### src/hdl/adct_pkg.sv
// Shared constants and carrier types for the conversion trigger control block
`default_nettype none
package adct_pkg;

   ////////////////////////////////////////////////////////////////////////////
   // Timing
   localparam int CLK_PERIOD_NS      = 10;
   localparam int AUTO_SAMPLE_NS     = 200;
   localparam int AUTO_SAMPLE_CYCLES = (AUTO_SAMPLE_NS + CLK_PERIOD_NS - 1) / CLK_PERIOD_NS;

   ////////////////////////////////////////////////////////////////////////////
   // Bus and register map (byte addresses)
   localparam int          ADDR_W        = 4;
   localparam int          DATA_W        = 32;
   localparam int          REG_W         = 16;
   localparam logic [3:0]  CTRL_OFFSET   = 4'h0;
   localparam logic [3:0]  STATUS_OFFSET = 4'h4;
   localparam logic [3:0]  COUNT_OFFSET  = 4'h8;
   localparam logic [15:0] CTRL_RESET    = 16'h0000;
   localparam logic [15:0] COUNT_RESET   = 16'h0000;

   ////////////////////////////////////////////////////////////////////////////
   // Control word fields
   localparam int ON_BIT         = 15;
   localparam int IDLE_STOP_BIT  = 13;
   localparam int RES_BIT        = 10;
   localparam int FMT_LSB        = 8;
   localparam int SRC_LSB        = 4;
   localparam int AUTO_BIT       = 2;
   localparam int SAMPLE_BIT     = 1;
   localparam int DONE_BIT       = 0;

   // Status word fields
   localparam int STAT_SAMPLING_BIT   = 0;
   localparam int STAT_CONVERTING_BIT = 1;
   localparam int STAT_HALTED_BIT     = 2;

   ////////////////////////////////////////////////////////////////////////////
   // Trigger source codes; 4'hd..4'hf are reserved
   localparam logic [3:0] SRC_MANUAL       = 4'h0;
   localparam logic [3:0] SRC_EXT_INT_ZERO = 4'h1;
   localparam logic [3:0] SRC_MULTI_ONE    = 4'h2;
   localparam logic [3:0] SRC_SINGLE_FIVE  = 4'h3;
   localparam logic [3:0] SRC_CHARGE_TIME  = 4'h4;
   localparam logic [3:0] SRC_TIMER_ONE    = 4'h5;
   localparam logic [3:0] SRC_TIMER_SLEEP  = 4'h6;
   localparam logic [3:0] SRC_AUTO_COUNT   = 4'h7;
   localparam logic [3:0] SRC_CELL_ONE     = 4'h8;
   localparam logic [3:0] SRC_MULTI_TWO    = 4'h9;
   localparam logic [3:0] SRC_MULTI_THREE  = 4'ha;
   localparam logic [3:0] SRC_SINGLE_FOUR  = 4'hb;
   localparam logic [3:0] SRC_CELL_TWO     = 4'hc;

   ////////////////////////////////////////////////////////////////////////////
   // Carriers
   typedef struct packed {
      logic cellOne;
      logic cellTwo;
      logic singleFour;
      logic singleFive;
      logic multiOne;
      logic multiTwo;
      logic multiThree;
      logic timerOne;
      logic timerOneSleep;
      logic chargeTime;
      logic extIntZero;
   } adct_events_type;

   typedef struct packed {
      logic sleepMode;
      logic idleMode;
   } adct_power_type;

   typedef struct packed {
      logic       converterOn;
      logic       stopWhenIdle;
      logic       resolutionSelect;
      logic [1:0] resultFormat;
      logic [3:0] triggerSourceSelect;
      logic       autoSample;
   } adct_ctrl_type;

endpackage
`default_nettype wire

### src/hdl/adct_trigger_select.sv
// Trigger source selector and auto-convert sample counter
`timescale 1ns/1ns
`default_nettype none
module adct_trigger_select #(
   parameter int SAMPLE_CYCLES = adct_pkg::AUTO_SAMPLE_CYCLES
) (
   input  wire logic                      clk,
   input  wire logic                      rstN,
   input  wire logic                      clkEn,
   input  wire adct_pkg::adct_events_type events,
   input  wire logic [3:0]                sourceCode,
   input  wire logic                      sleepMode,
   input  wire logic                      sampling,
   output logic                           fire
);

   localparam logic [15:0] LAST_COUNT = 16'(SAMPLE_CYCLES - 1);

   logic [15:0] sampleCount;
   logic        autoExpired;

   ////////////////////////////////////////////////////////////////////////////
   // Counter restarts each time sampling begins
   always_ff @(posedge clk or negedge rstN) begin
      if (!rstN) begin
         sampleCount <= 16'h0000;
      end else if (clkEn) begin
         if (!sampling || autoExpired) begin
            sampleCount <= 16'h0000;
         end else begin
            sampleCount <= sampleCount + 16'h0001;
         end
      end
   end

   assign autoExpired = sampling && (sampleCount == LAST_COUNT);

   ////////////////////////////////////////////////////////////////////////////
   always_comb begin
      fire = 1'b0;
      unique case (sourceCode)
         adct_pkg::SRC_CELL_TWO:     fire = events.cellTwo;
         adct_pkg::SRC_SINGLE_FOUR:  fire = events.singleFour;
         adct_pkg::SRC_MULTI_THREE:  fire = events.multiThree;
         adct_pkg::SRC_MULTI_TWO:    fire = events.multiTwo;
         adct_pkg::SRC_CELL_ONE:     fire = events.cellOne;
         adct_pkg::SRC_AUTO_COUNT:   fire = autoExpired;
         adct_pkg::SRC_TIMER_SLEEP:  fire = events.timerOneSleep;
         adct_pkg::SRC_TIMER_ONE:    fire = events.timerOne;
         adct_pkg::SRC_CHARGE_TIME:  fire = events.chargeTime;
         adct_pkg::SRC_SINGLE_FIVE:  fire = events.singleFive;
         adct_pkg::SRC_MULTI_ONE:    fire = events.multiOne;
         adct_pkg::SRC_EXT_INT_ZERO: fire = events.extIntZero;
         default:                    fire = 1'b0;
      endcase
      // Only the sleep-capable timer source may act while asleep
      if (sleepMode && (sourceCode != adct_pkg::SRC_TIMER_SLEEP)) begin
         fire = 1'b0;
      end
   end

endmodule
`default_nettype wire

### src/hdl/adct_conversion_control.sv
// Converter control register, trigger sequencing and Wishbone slave
//
// Decided for this implementation: the register offsets and the Wishbone register port.
`timescale 1ns/1ns
`default_nettype none
// Overview of operation
// Code 1100: logic cell two starts conversion
// Code 1011: single compare four starts conversion
// Code 1010: multi compare three starts conversion
// Code 1001: multi compare two starts conversion
// Code 1000: logic cell one starts conversion
// Code 0111: internal counter ends sampling automatically
// Code 0110: sleep-capable timer one starts conversion
// Code 0101: ordinary timer one starts conversion
// Code 0100: charge measurement unit starts conversion
// Code 0010: multi compare one starts conversion
// Code 0001: external interrupt zero starts conversion
// Sleep-capable timer trigger works during sleep
// Ordinary timer trigger never works during sleep
// On bit enables converter, cleared at reset
// Resolution bit and format field drive core
// Reserved codes 1101-1111 never start conversion
module adct_conversion_control #(
   parameter int SAMPLE_CYCLES = adct_pkg::AUTO_SAMPLE_CYCLES
) (
   input  wire logic                      clk,
   input  wire logic                      arst_n,
   input  wire logic                      clkEn,
   input  wire logic                      cyc_i,
   input  wire logic                      stb_i,
   input  wire logic                      we_i,
   input  wire logic [3:0]                adr_i,
   input  wire logic [3:0]                sel_i,
   input  wire logic [31:0]               dat_i,
   output logic      [31:0]               dat_o,
   output logic                           ack_o,
   input  wire adct_pkg::adct_events_type events,
   input  wire adct_pkg::adct_power_type  powerState,
   input  wire logic                      convDone,
   output logic                           convStart,
   output logic                           converterEnable,
   output logic                           resolution12,
   output logic      [1:0]                resultFormat,
   output logic                           sampleActive,
   output logic                           converting
);

   typedef enum logic [1:0] {
      ST_IDLE,
      ST_SAMPLING,
      ST_CONVERTING
   } adct_state_type;

   logic                    rstSync1;
   logic                    rstSync2;
   logic                    rstN;
   adct_pkg::adct_ctrl_type ctrl;
   logic                    doneFlag;
   logic [15:0]             convCount;
   adct_state_type          state;
   adct_state_type          next_state;
   logic                    reqValid;
   logic                    wrTake;
   logic                    ctrlWrite;
   logic                    countWrite;
   logic [15:0]             ctrlWord;
   logic [15:0]             statusWord;
   logic [15:0]             mergedCtrl;
   logic                    sampleSet;
   logic                    sampleClear;
   logic                    doneClear;
   logic                    halted;
   logic                    fire;
   logic                    startNow;
   logic                    doneEvent;
   logic [31:0]             next_readData;

   ////////////////////////////////////////////////////////////////////////////
   // Helpers
   function automatic logic regHit(input logic [3:0] adr, input logic [3:0] offset);
      regHit = (adr[3:2] == offset[3:2]);
   endfunction

   function automatic logic [15:0] laneMerge(input logic [15:0] oldWord,
                                             input logic [15:0] newWord,
                                             input logic [1:0]  lanes);
      laneMerge = oldWord;
      if (lanes[0]) begin
         laneMerge[7:0] = newWord[7:0];
      end
      if (lanes[1]) begin
         laneMerge[15:8] = newWord[15:8];
      end
   endfunction

   ////////////////////////////////////////////////////////////////////////////
   // Reset release; runs free of clkEn so a frozen block still leaves reset
   always_ff @(posedge clk or negedge arst_n) begin
      if (!arst_n) begin
         rstSync1 <= 1'b0;
         rstSync2 <= 1'b0;
      end else begin
         rstSync1 <= 1'b1;
         rstSync2 <= rstSync1;
      end
   end

   assign rstN = rstSync2;

   ////////////////////////////////////////////////////////////////////////////
   // Bus decode; a write lands on the edge that samples ack high
   assign reqValid   = cyc_i && stb_i && !ack_o;
   assign wrTake     = cyc_i && stb_i && we_i && ack_o;
   assign ctrlWrite  = wrTake && regHit(adr_i, adct_pkg::CTRL_OFFSET);
   assign countWrite = wrTake && regHit(adr_i, adct_pkg::COUNT_OFFSET);
   assign mergedCtrl = laneMerge(ctrlWord, dat_i[15:0], sel_i[1:0]);

   // Low-lane effects only when that lane is enabled
   assign sampleSet   = ctrlWrite && sel_i[0] && dat_i[adct_pkg::SAMPLE_BIT];
   assign sampleClear = ctrlWrite && sel_i[0] && !dat_i[adct_pkg::SAMPLE_BIT];
   assign doneClear   = ctrlWrite && sel_i[0] && !dat_i[adct_pkg::DONE_BIT];

   always_comb begin
      ctrlWord = adct_pkg::CTRL_RESET;
      ctrlWord[adct_pkg::ON_BIT]        = ctrl.converterOn;
      ctrlWord[adct_pkg::IDLE_STOP_BIT] = ctrl.stopWhenIdle;
      ctrlWord[adct_pkg::RES_BIT]       = ctrl.resolutionSelect;
      ctrlWord[adct_pkg::FMT_LSB+:2]    = ctrl.resultFormat;
      ctrlWord[adct_pkg::SRC_LSB+:4]    = ctrl.triggerSourceSelect;
      ctrlWord[adct_pkg::AUTO_BIT]      = ctrl.autoSample;
      ctrlWord[adct_pkg::SAMPLE_BIT]    = (state == ST_SAMPLING);
      ctrlWord[adct_pkg::DONE_BIT]      = doneFlag;
   end

   always_comb begin
      statusWord = 16'h0000;
      statusWord[adct_pkg::STAT_SAMPLING_BIT]   = (state == ST_SAMPLING);
      statusWord[adct_pkg::STAT_CONVERTING_BIT] = (state == ST_CONVERTING);
      statusWord[adct_pkg::STAT_HALTED_BIT]     = halted;
   end

   always_comb begin
      next_readData = 32'h0000_0000;
      if (regHit(adr_i, adct_pkg::CTRL_OFFSET)) begin
         next_readData[15:0] = ctrlWord;
      end else if (regHit(adr_i, adct_pkg::STATUS_OFFSET)) begin
         next_readData[15:0] = statusWord;
      end else if (regHit(adr_i, adct_pkg::COUNT_OFFSET)) begin
         next_readData[15:0] = convCount;
      end
   end

   ////////////////////////////////////////////////////////////////////////////
   // Bus answer: one cycle after the request, unmapped reads return zero
   always_ff @(posedge clk or negedge rstN) begin
      if (!rstN) begin
         ack_o <= 1'b0;
      end else if (clkEn) begin
         ack_o <= reqValid;
      end
   end

   always_ff @(posedge clk or negedge rstN) begin
      if (!rstN) begin
         dat_o <= 32'h0000_0000;
      end else if (clkEn && reqValid) begin
         dat_o <= next_readData;
      end
   end

   ////////////////////////////////////////////////////////////////////////////
   // Software-owned control fields
   always_ff @(posedge clk or negedge rstN) begin
      if (!rstN) begin
         ctrl <= '0;
      end else if (clkEn && ctrlWrite) begin
         ctrl.converterOn         <= mergedCtrl[adct_pkg::ON_BIT];
         ctrl.stopWhenIdle        <= mergedCtrl[adct_pkg::IDLE_STOP_BIT];
         ctrl.resolutionSelect    <= mergedCtrl[adct_pkg::RES_BIT];
         ctrl.resultFormat        <= mergedCtrl[adct_pkg::FMT_LSB+:2];
         ctrl.triggerSourceSelect <= mergedCtrl[adct_pkg::SRC_LSB+:4];
         ctrl.autoSample          <= mergedCtrl[adct_pkg::AUTO_BIT];
      end
   end

   // Off, or idle with stop-in-idle set, halts sampling and conversion
   assign halted = !ctrl.converterOn
                || (powerState.idleMode && ctrl.stopWhenIdle);

   ////////////////////////////////////////////////////////////////////////////
   // Trigger selection
   adct_trigger_select #(
      .SAMPLE_CYCLES (SAMPLE_CYCLES)
   ) triggerSelect (
      .clk        (clk),
      .rstN       (rstN),
      .clkEn      (clkEn),
      .events     (events),
      .sourceCode (ctrl.triggerSourceSelect),
      .sleepMode  (powerState.sleepMode),
      .sampling   (state == ST_SAMPLING),
      .fire       (fire)
   );

   ////////////////////////////////////////////////////////////////////////////
   // Sample / convert sequencer
   always_comb begin
      next_state = state;
      startNow   = 1'b0;
      doneEvent  = 1'b0;
      unique case (state)
         ST_IDLE: begin
            if (!halted && (sampleSet || ctrl.autoSample)) begin
               next_state = ST_SAMPLING;
            end
         end
         ST_SAMPLING: begin
            if (halted) begin
               next_state = ST_IDLE;
            end else if (fire) begin
               next_state = ST_CONVERTING;
               startNow   = 1'b1;
            end else if (sampleClear) begin
               // Manual end of sampling; no manual start while asleep
               if ((ctrl.triggerSourceSelect == adct_pkg::SRC_MANUAL)
                   && !powerState.sleepMode) begin
                  next_state = ST_CONVERTING;
                  startNow   = 1'b1;
               end else begin
                  next_state = ST_IDLE;
               end
            end
         end
         ST_CONVERTING: begin
            if (halted) begin
               // Abort: the core is told through converting going low
               next_state = ST_IDLE;
            end else if (convDone) begin
               doneEvent  = 1'b1;
               next_state = ctrl.autoSample ? ST_SAMPLING : ST_IDLE;
            end
         end
      endcase
   end

   always_ff @(posedge clk or negedge rstN) begin
      if (!rstN) begin
         state <= ST_IDLE;
      end else if (clkEn) begin
         state <= next_state;
      end
   end

   ////////////////////////////////////////////////////////////////////////////
   // Completion flag: a completion in the same cycle as a clear wins
   always_ff @(posedge clk or negedge rstN) begin
      if (!rstN) begin
         doneFlag <= 1'b0;
      end else if (clkEn) begin
         doneFlag <= doneEvent || (doneFlag && !doneClear);
      end
   end

   // Completed conversions; a write clears, a same-cycle completion counts
   always_ff @(posedge clk or negedge rstN) begin
      if (!rstN) begin
         convCount <= adct_pkg::COUNT_RESET;
      end else if (clkEn) begin
         if (countWrite) begin
            convCount <= {15'h0000, doneEvent};
         end else if (doneEvent) begin
            convCount <= convCount + 16'h0001;
         end
      end
   end

   ////////////////////////////////////////////////////////////////////////////
   // Converter core outputs
   always_ff @(posedge clk or negedge rstN) begin
      if (!rstN) begin
         convStart    <= 1'b0;
         sampleActive <= 1'b0;
         converting   <= 1'b0;
      end else if (clkEn) begin
         convStart    <= startNow;
         sampleActive <= (next_state == ST_SAMPLING);
         converting   <= (next_state == ST_CONVERTING);
      end
   end

   always_ff @(posedge clk or negedge rstN) begin
      if (!rstN) begin
         converterEnable <= 1'b0;
         resolution12    <= 1'b0;
         resultFormat    <= 2'h0;
      end else if (clkEn) begin
         converterEnable <= ctrl.converterOn;
         resolution12    <= ctrl.resolutionSelect;
         resultFormat    <= ctrl.resultFormat;
      end
   end

endmodule
`default_nettype wire

### config.mk
export PLATFORM = sky130hd
export DESIGN_NAME = adct_conversion_control
export DESIGN_NICKNAME = d
export VERILOG_FILES = /design/src/hdl/adct_pkg.sv /design/src/hdl/adct_trigger_select.sv /design/src/hdl/adct_conversion_control.sv
export SDC_FILE = /design/constraint.sdc
export NUM_CORES = 1
export LEC_CHECK = 0
export CELL_PAD_IN_SITES_DETAIL_PLACEMENT = 0
export CELL_PAD_IN_SITES_GLOBAL_PLACEMENT = 1
export CORE_UTILIZATION = 43
export CTS_CLUSTER_SIZE = 30
export DETAILED_ROUTE_END_ITERATION = 10
export DONT_BUFFER_PORTS = 1
export PLACE_DENSITY_LB_ADDON = 0.15
export SYNTH_ARGS = -nofsm -noshare
export SYNTH_HDL_FRONTEND = slang
export SYNTH_SLANG_ARGS = --single-unit
### constraint.sdc
create_clock -name clk -period 2.1 [get_ports clk]
set_clock_uncertainty 0.2 [all_clocks]
set_input_delay 0.21 -clock clk [delete_from_list [all_inputs] [get_ports clk]]
set_output_delay 0.21 -clock clk [all_outputs]
set_load 0.01 [all_outputs]
==> flow_summary.rst <==
.. list-table::
   :header-rows: 1

   * - Metric
     - Value
   * - Die Height
     - 95.7 um
   * - Flops & latches, synth
     - 71
   * - Met3 usage
     - 5.90%
   * - Met2 usage
     - 32.3%
   * - Overall routing resource usage
     - 20.3%
   * - Core box area
     - 8340 um^2
   * - Combined area of all synthesized cells
     - 3770 um^2
   * - CTS H-tree depth
     - 3
   * - Area grow syn2layout
     - 18.6%
   * - Syn Inst Count
     - 378
   * - Synthesis Warnings
     - 0
   * - Clock latency on the worst-skew pair
     - 0.34 ns
   * - Boundary pin count
     - 100
   * - Clock transition at the registers of the reported paths
     - 0.08 ns
   * - Type of the worst setup path
     - reg2reg
   * - Max-slew headroom at the worst pin
     - 52.9%
   * - CP max FO
     - 4
   * - Syn avg cell area
     - 9.98 um^2
   * - Setup-failing EPs final
     - 1
   * - Post-synth EDFFs
     - 0
   * - Routed vias/inst
     - 5.27
   * - Final period demand of the worst path
     - 2.14 ns
   * - Proportion of layout cells with a drive suffix above 1
     - 19.4%
   * - Unrepaired setup endpoints after global routing
     - true
   * - Static Leakage
     - 2.05 nW
   * - Peak-usage layer in the global routing report
     - met2
   * - Number of rows in the core area
     - 33
   * - Library cells used by synthesis
     - 54
   * - Pwr/cell area
     - 602 nW/um^2
   * - Total chip power
     - 2.69 mW
   * - Pre-antenna DRT Iters
     - 4
   * - GR Layer Usage met1
     - 25.5%
   * - Timing-limited maximum frequency
     - 468 MHz
   * - Worst Tran Pin Value
     - 0.706 ns
   * - Number of cell instances on the worst register-to-register path
     - 7
   * - Sequential-to-total area share from yosys stat
     - 47.1%
   * - Worst setup timing slack at the placement stage
     - -0.0884 ns
   * - Floorplan die area
     - 9150 um^2
   * - Detailed placement HPWL
     - 5.76 mm
   * - Final Max Slew Viols
     - 0
   * - Number of buffers created by CTS
     - 9
   * - Crit share post-route
     - 102%
   * - Total via count after detailed routing
     - 2,846
   * - Commonest register cell after synthesis
     - dfrtp_1
   * - Number of routed nets with antenna violations
     - 0
   * - Vias in the first global route
     - 2,908
   * - Depth of the worst hold-timing path
     - 4
   * - Max-cap violation count
     - 0
   * - Run status
     - complete, but fails checks
   * - Top cells by area, synth
     - dfrtp_1 (47%), nand2_1 (4.6%), mux2_2 (4.5%), nor2_1 (4.1%), mux2i_1 (3.7%)
   * - Data arrival, critical path
     - 2.17 ns
   * - Largest area contributor in the netlist
     - dfrtp_1
   * - Sink count of the clock tree
     - 71
   * - Final standard cell count with taps included and fillers excluded
     - 540
   * - DRC violation count after routing
     - 0
   * - Leading cell type in the layout, fill and taps excluded
     - dfrtp_1
   * - Initial cell density of the core
     - 45.2%
   * - Worst path setup slack after routing
     - -0.0360 ns
   * - Violations in the final reports
     - setup timing
   * - Path class of the lowest-slack min-delay path
     - in2reg
   * - Iter 0 DRT Violations
     - 100
   * - Maximum count of clock buffers along a single path
     - 2
   * - WP data required
     - 2.13 ns
   * - Maximum ir drop on the vdd rail
     - 0.379 mV
   * - Clock tree from TritonCTS
     - done
   * - Global-route wire length before repair
     - 13.8 mm
   * - Initial antenna violation count
     - 2
   * - Number of hold violations in the final report
     - 0
   * - Commonest cells after routing, fill and taps aside
     - dfrtp_1 (70), nand2_1 (46), nor2_1 (41)
   * - WL/cell
     - 15.9 um
   * - Category of the worst setup path launch point
     - register
   * - Portion of synthesized cell area occupied by the leading cell type
     - 47.1%
   * - Async set-or-reset flop fraction in the synthesized netlist
     - 100%
   * - Die X
     - 95.7 um
   * - Critical path endpoint category
     - register
   * - Buffer cell driving the clock tree root
     - clkbuf_8
   * - Total instance count after detailed placement
     - 499
   * - GRT overflow
     - 0
   * - Layout net count
     - 492
   * - Largest net degree at the start of global routing
     - 70
   * - Drt total wl
     - 8.61 mm
   * - Number of port buffers
     - 0
   * - Gp weighted congestion
     - 0.808
==> registers in the layout, indices dropped and copies added (netlist names), 2 cells and up <==
register / count
triggerSelect.sampleCount: 16
ctrl: 10
resultFormat: 2
state: 2
convCount: 16
dat_o: 16
==> kinds of logic after synthesis <==
| logic type | after synthesis | share of synthesized area [%] |
|---|---|---|
| DFF | 71 | 47.1 |
| AOI/OAI and AO/OA | 63 | 11.3 |
| adders and majority gates | 4 | 1.33 |
| xor gates and xnor gates | 26 | 6.04 |
| other | 2 | 0.199 |
| buffers and inverters | 44 | 6.93 |
| and+or+nand+nor | 138 | 18.3 |
| muxes | 30 | 8.79 |
==> synthesized netlist by cell type (2+ instances only) <==
cell type	count
xor2_1	16
inv_1	10
a211oi_1	2
and2_1	2
nand3_1	15
ha_1	4
a21oi_1	12
o31ai_1	9
conb_1	2
or4_1	2
mux2_2	15
dfrtp_1	71
o21ai_0	19
o2bb2ai_1	3
nor2b_1	3
nor4b_2	2
and3_1	6
buf_2	3
a211oi_2	2
nor2_1	41
nor3_1	2
o211ai_1	2
xnor2_1	10
nand4_1	7
nand2_1	46
buf_4	18
clkbuf_1	11
mux2i_1	14
and4_1	4
==> power breakdown <==
group          internal, mW  switching [mW]  total, mW
Sequential             1.40          0.0351       1.43
Combinational         0.119           0.152      0.271
Clock                 0.459           0.527      0.986
==> per-stage QoR <==
| step | hold slack (ns) | setup TNS, ns | util, % | cell area [um^2] |
|---|---|---|---|---|
| floorplan | -0.286 | 0 | - | 3830 |
| finish | 0.0280 | -0.0360 | 53.6 | 4470 |
| CTS | 0.00391 | -0.109 | 53.3 | 4440 |
| global route | 0.0352 | -0.436 | 53.6 | 4470 |
| detailed placement | -0.286 | -0.118 | 48.1 | 4010 |
| global placement | -0.286 | -0.0746 | 48.1 | 4010 |
==> worst max-delay path, stage by stage (launching register included) <==
cell and delay [ns]:
dfrtp_1 0.36, ha_2 0.20, nor4b_4 0.18, nand4_1 0.17, or3_4 0.37, a31oi_4 0.21
a211oi_2 0.12, a22o_1 0.21
==> what timing repair did <==
| item | CTS | global route |
|---|---|---|
| setup endpoints to repair | 3 | 12 |
| hold endpoints to repair | 41 | 0 |
| pin swaps | 0 | 2 |
| gates resized for setup | 5 | 6 |
| cloned | 0 | 0 |
| buffers inserted | 0 | 0 |
| hold buffers | 23 | 0 |
==> worst paths after layout <==
check,slack [ns],endpoint,from
max,-0.04,sampleActive,triggerSelect.sampleCount[1]
min,0.03,dat_o[11],adr_i[2]
max reg2reg,-0.04,sampleActive,triggerSelect.sampleCount[1]
max in group asynchronous,1.16,rstN,arst_n
min in group asynchronous,0.09,convCount[9],rstN
min reg2reg,0.09,convCount[9],rstN
==> layer usage <==
metal	routed length, um	part of all wire (%)	vias to the layer above
li1	-	-	1381
met1	3860	45	1378
met2	4050	47	74
met3	549	6.4	13
met4	147	1.7	0
met5	0	0	-
==> final cells by class <==
type                       instances  area [um^2]
multi-input combinational        278         1840
inverter                          10         37.5
sequential                        71         1780
clock buffer                      11          141
timing repair buffer              58          508
fill                             771         3870
clock inverter                     5         33.8
antenna                            2         5.00
tap                              105          131
Power figures use the tool's default switching activity.
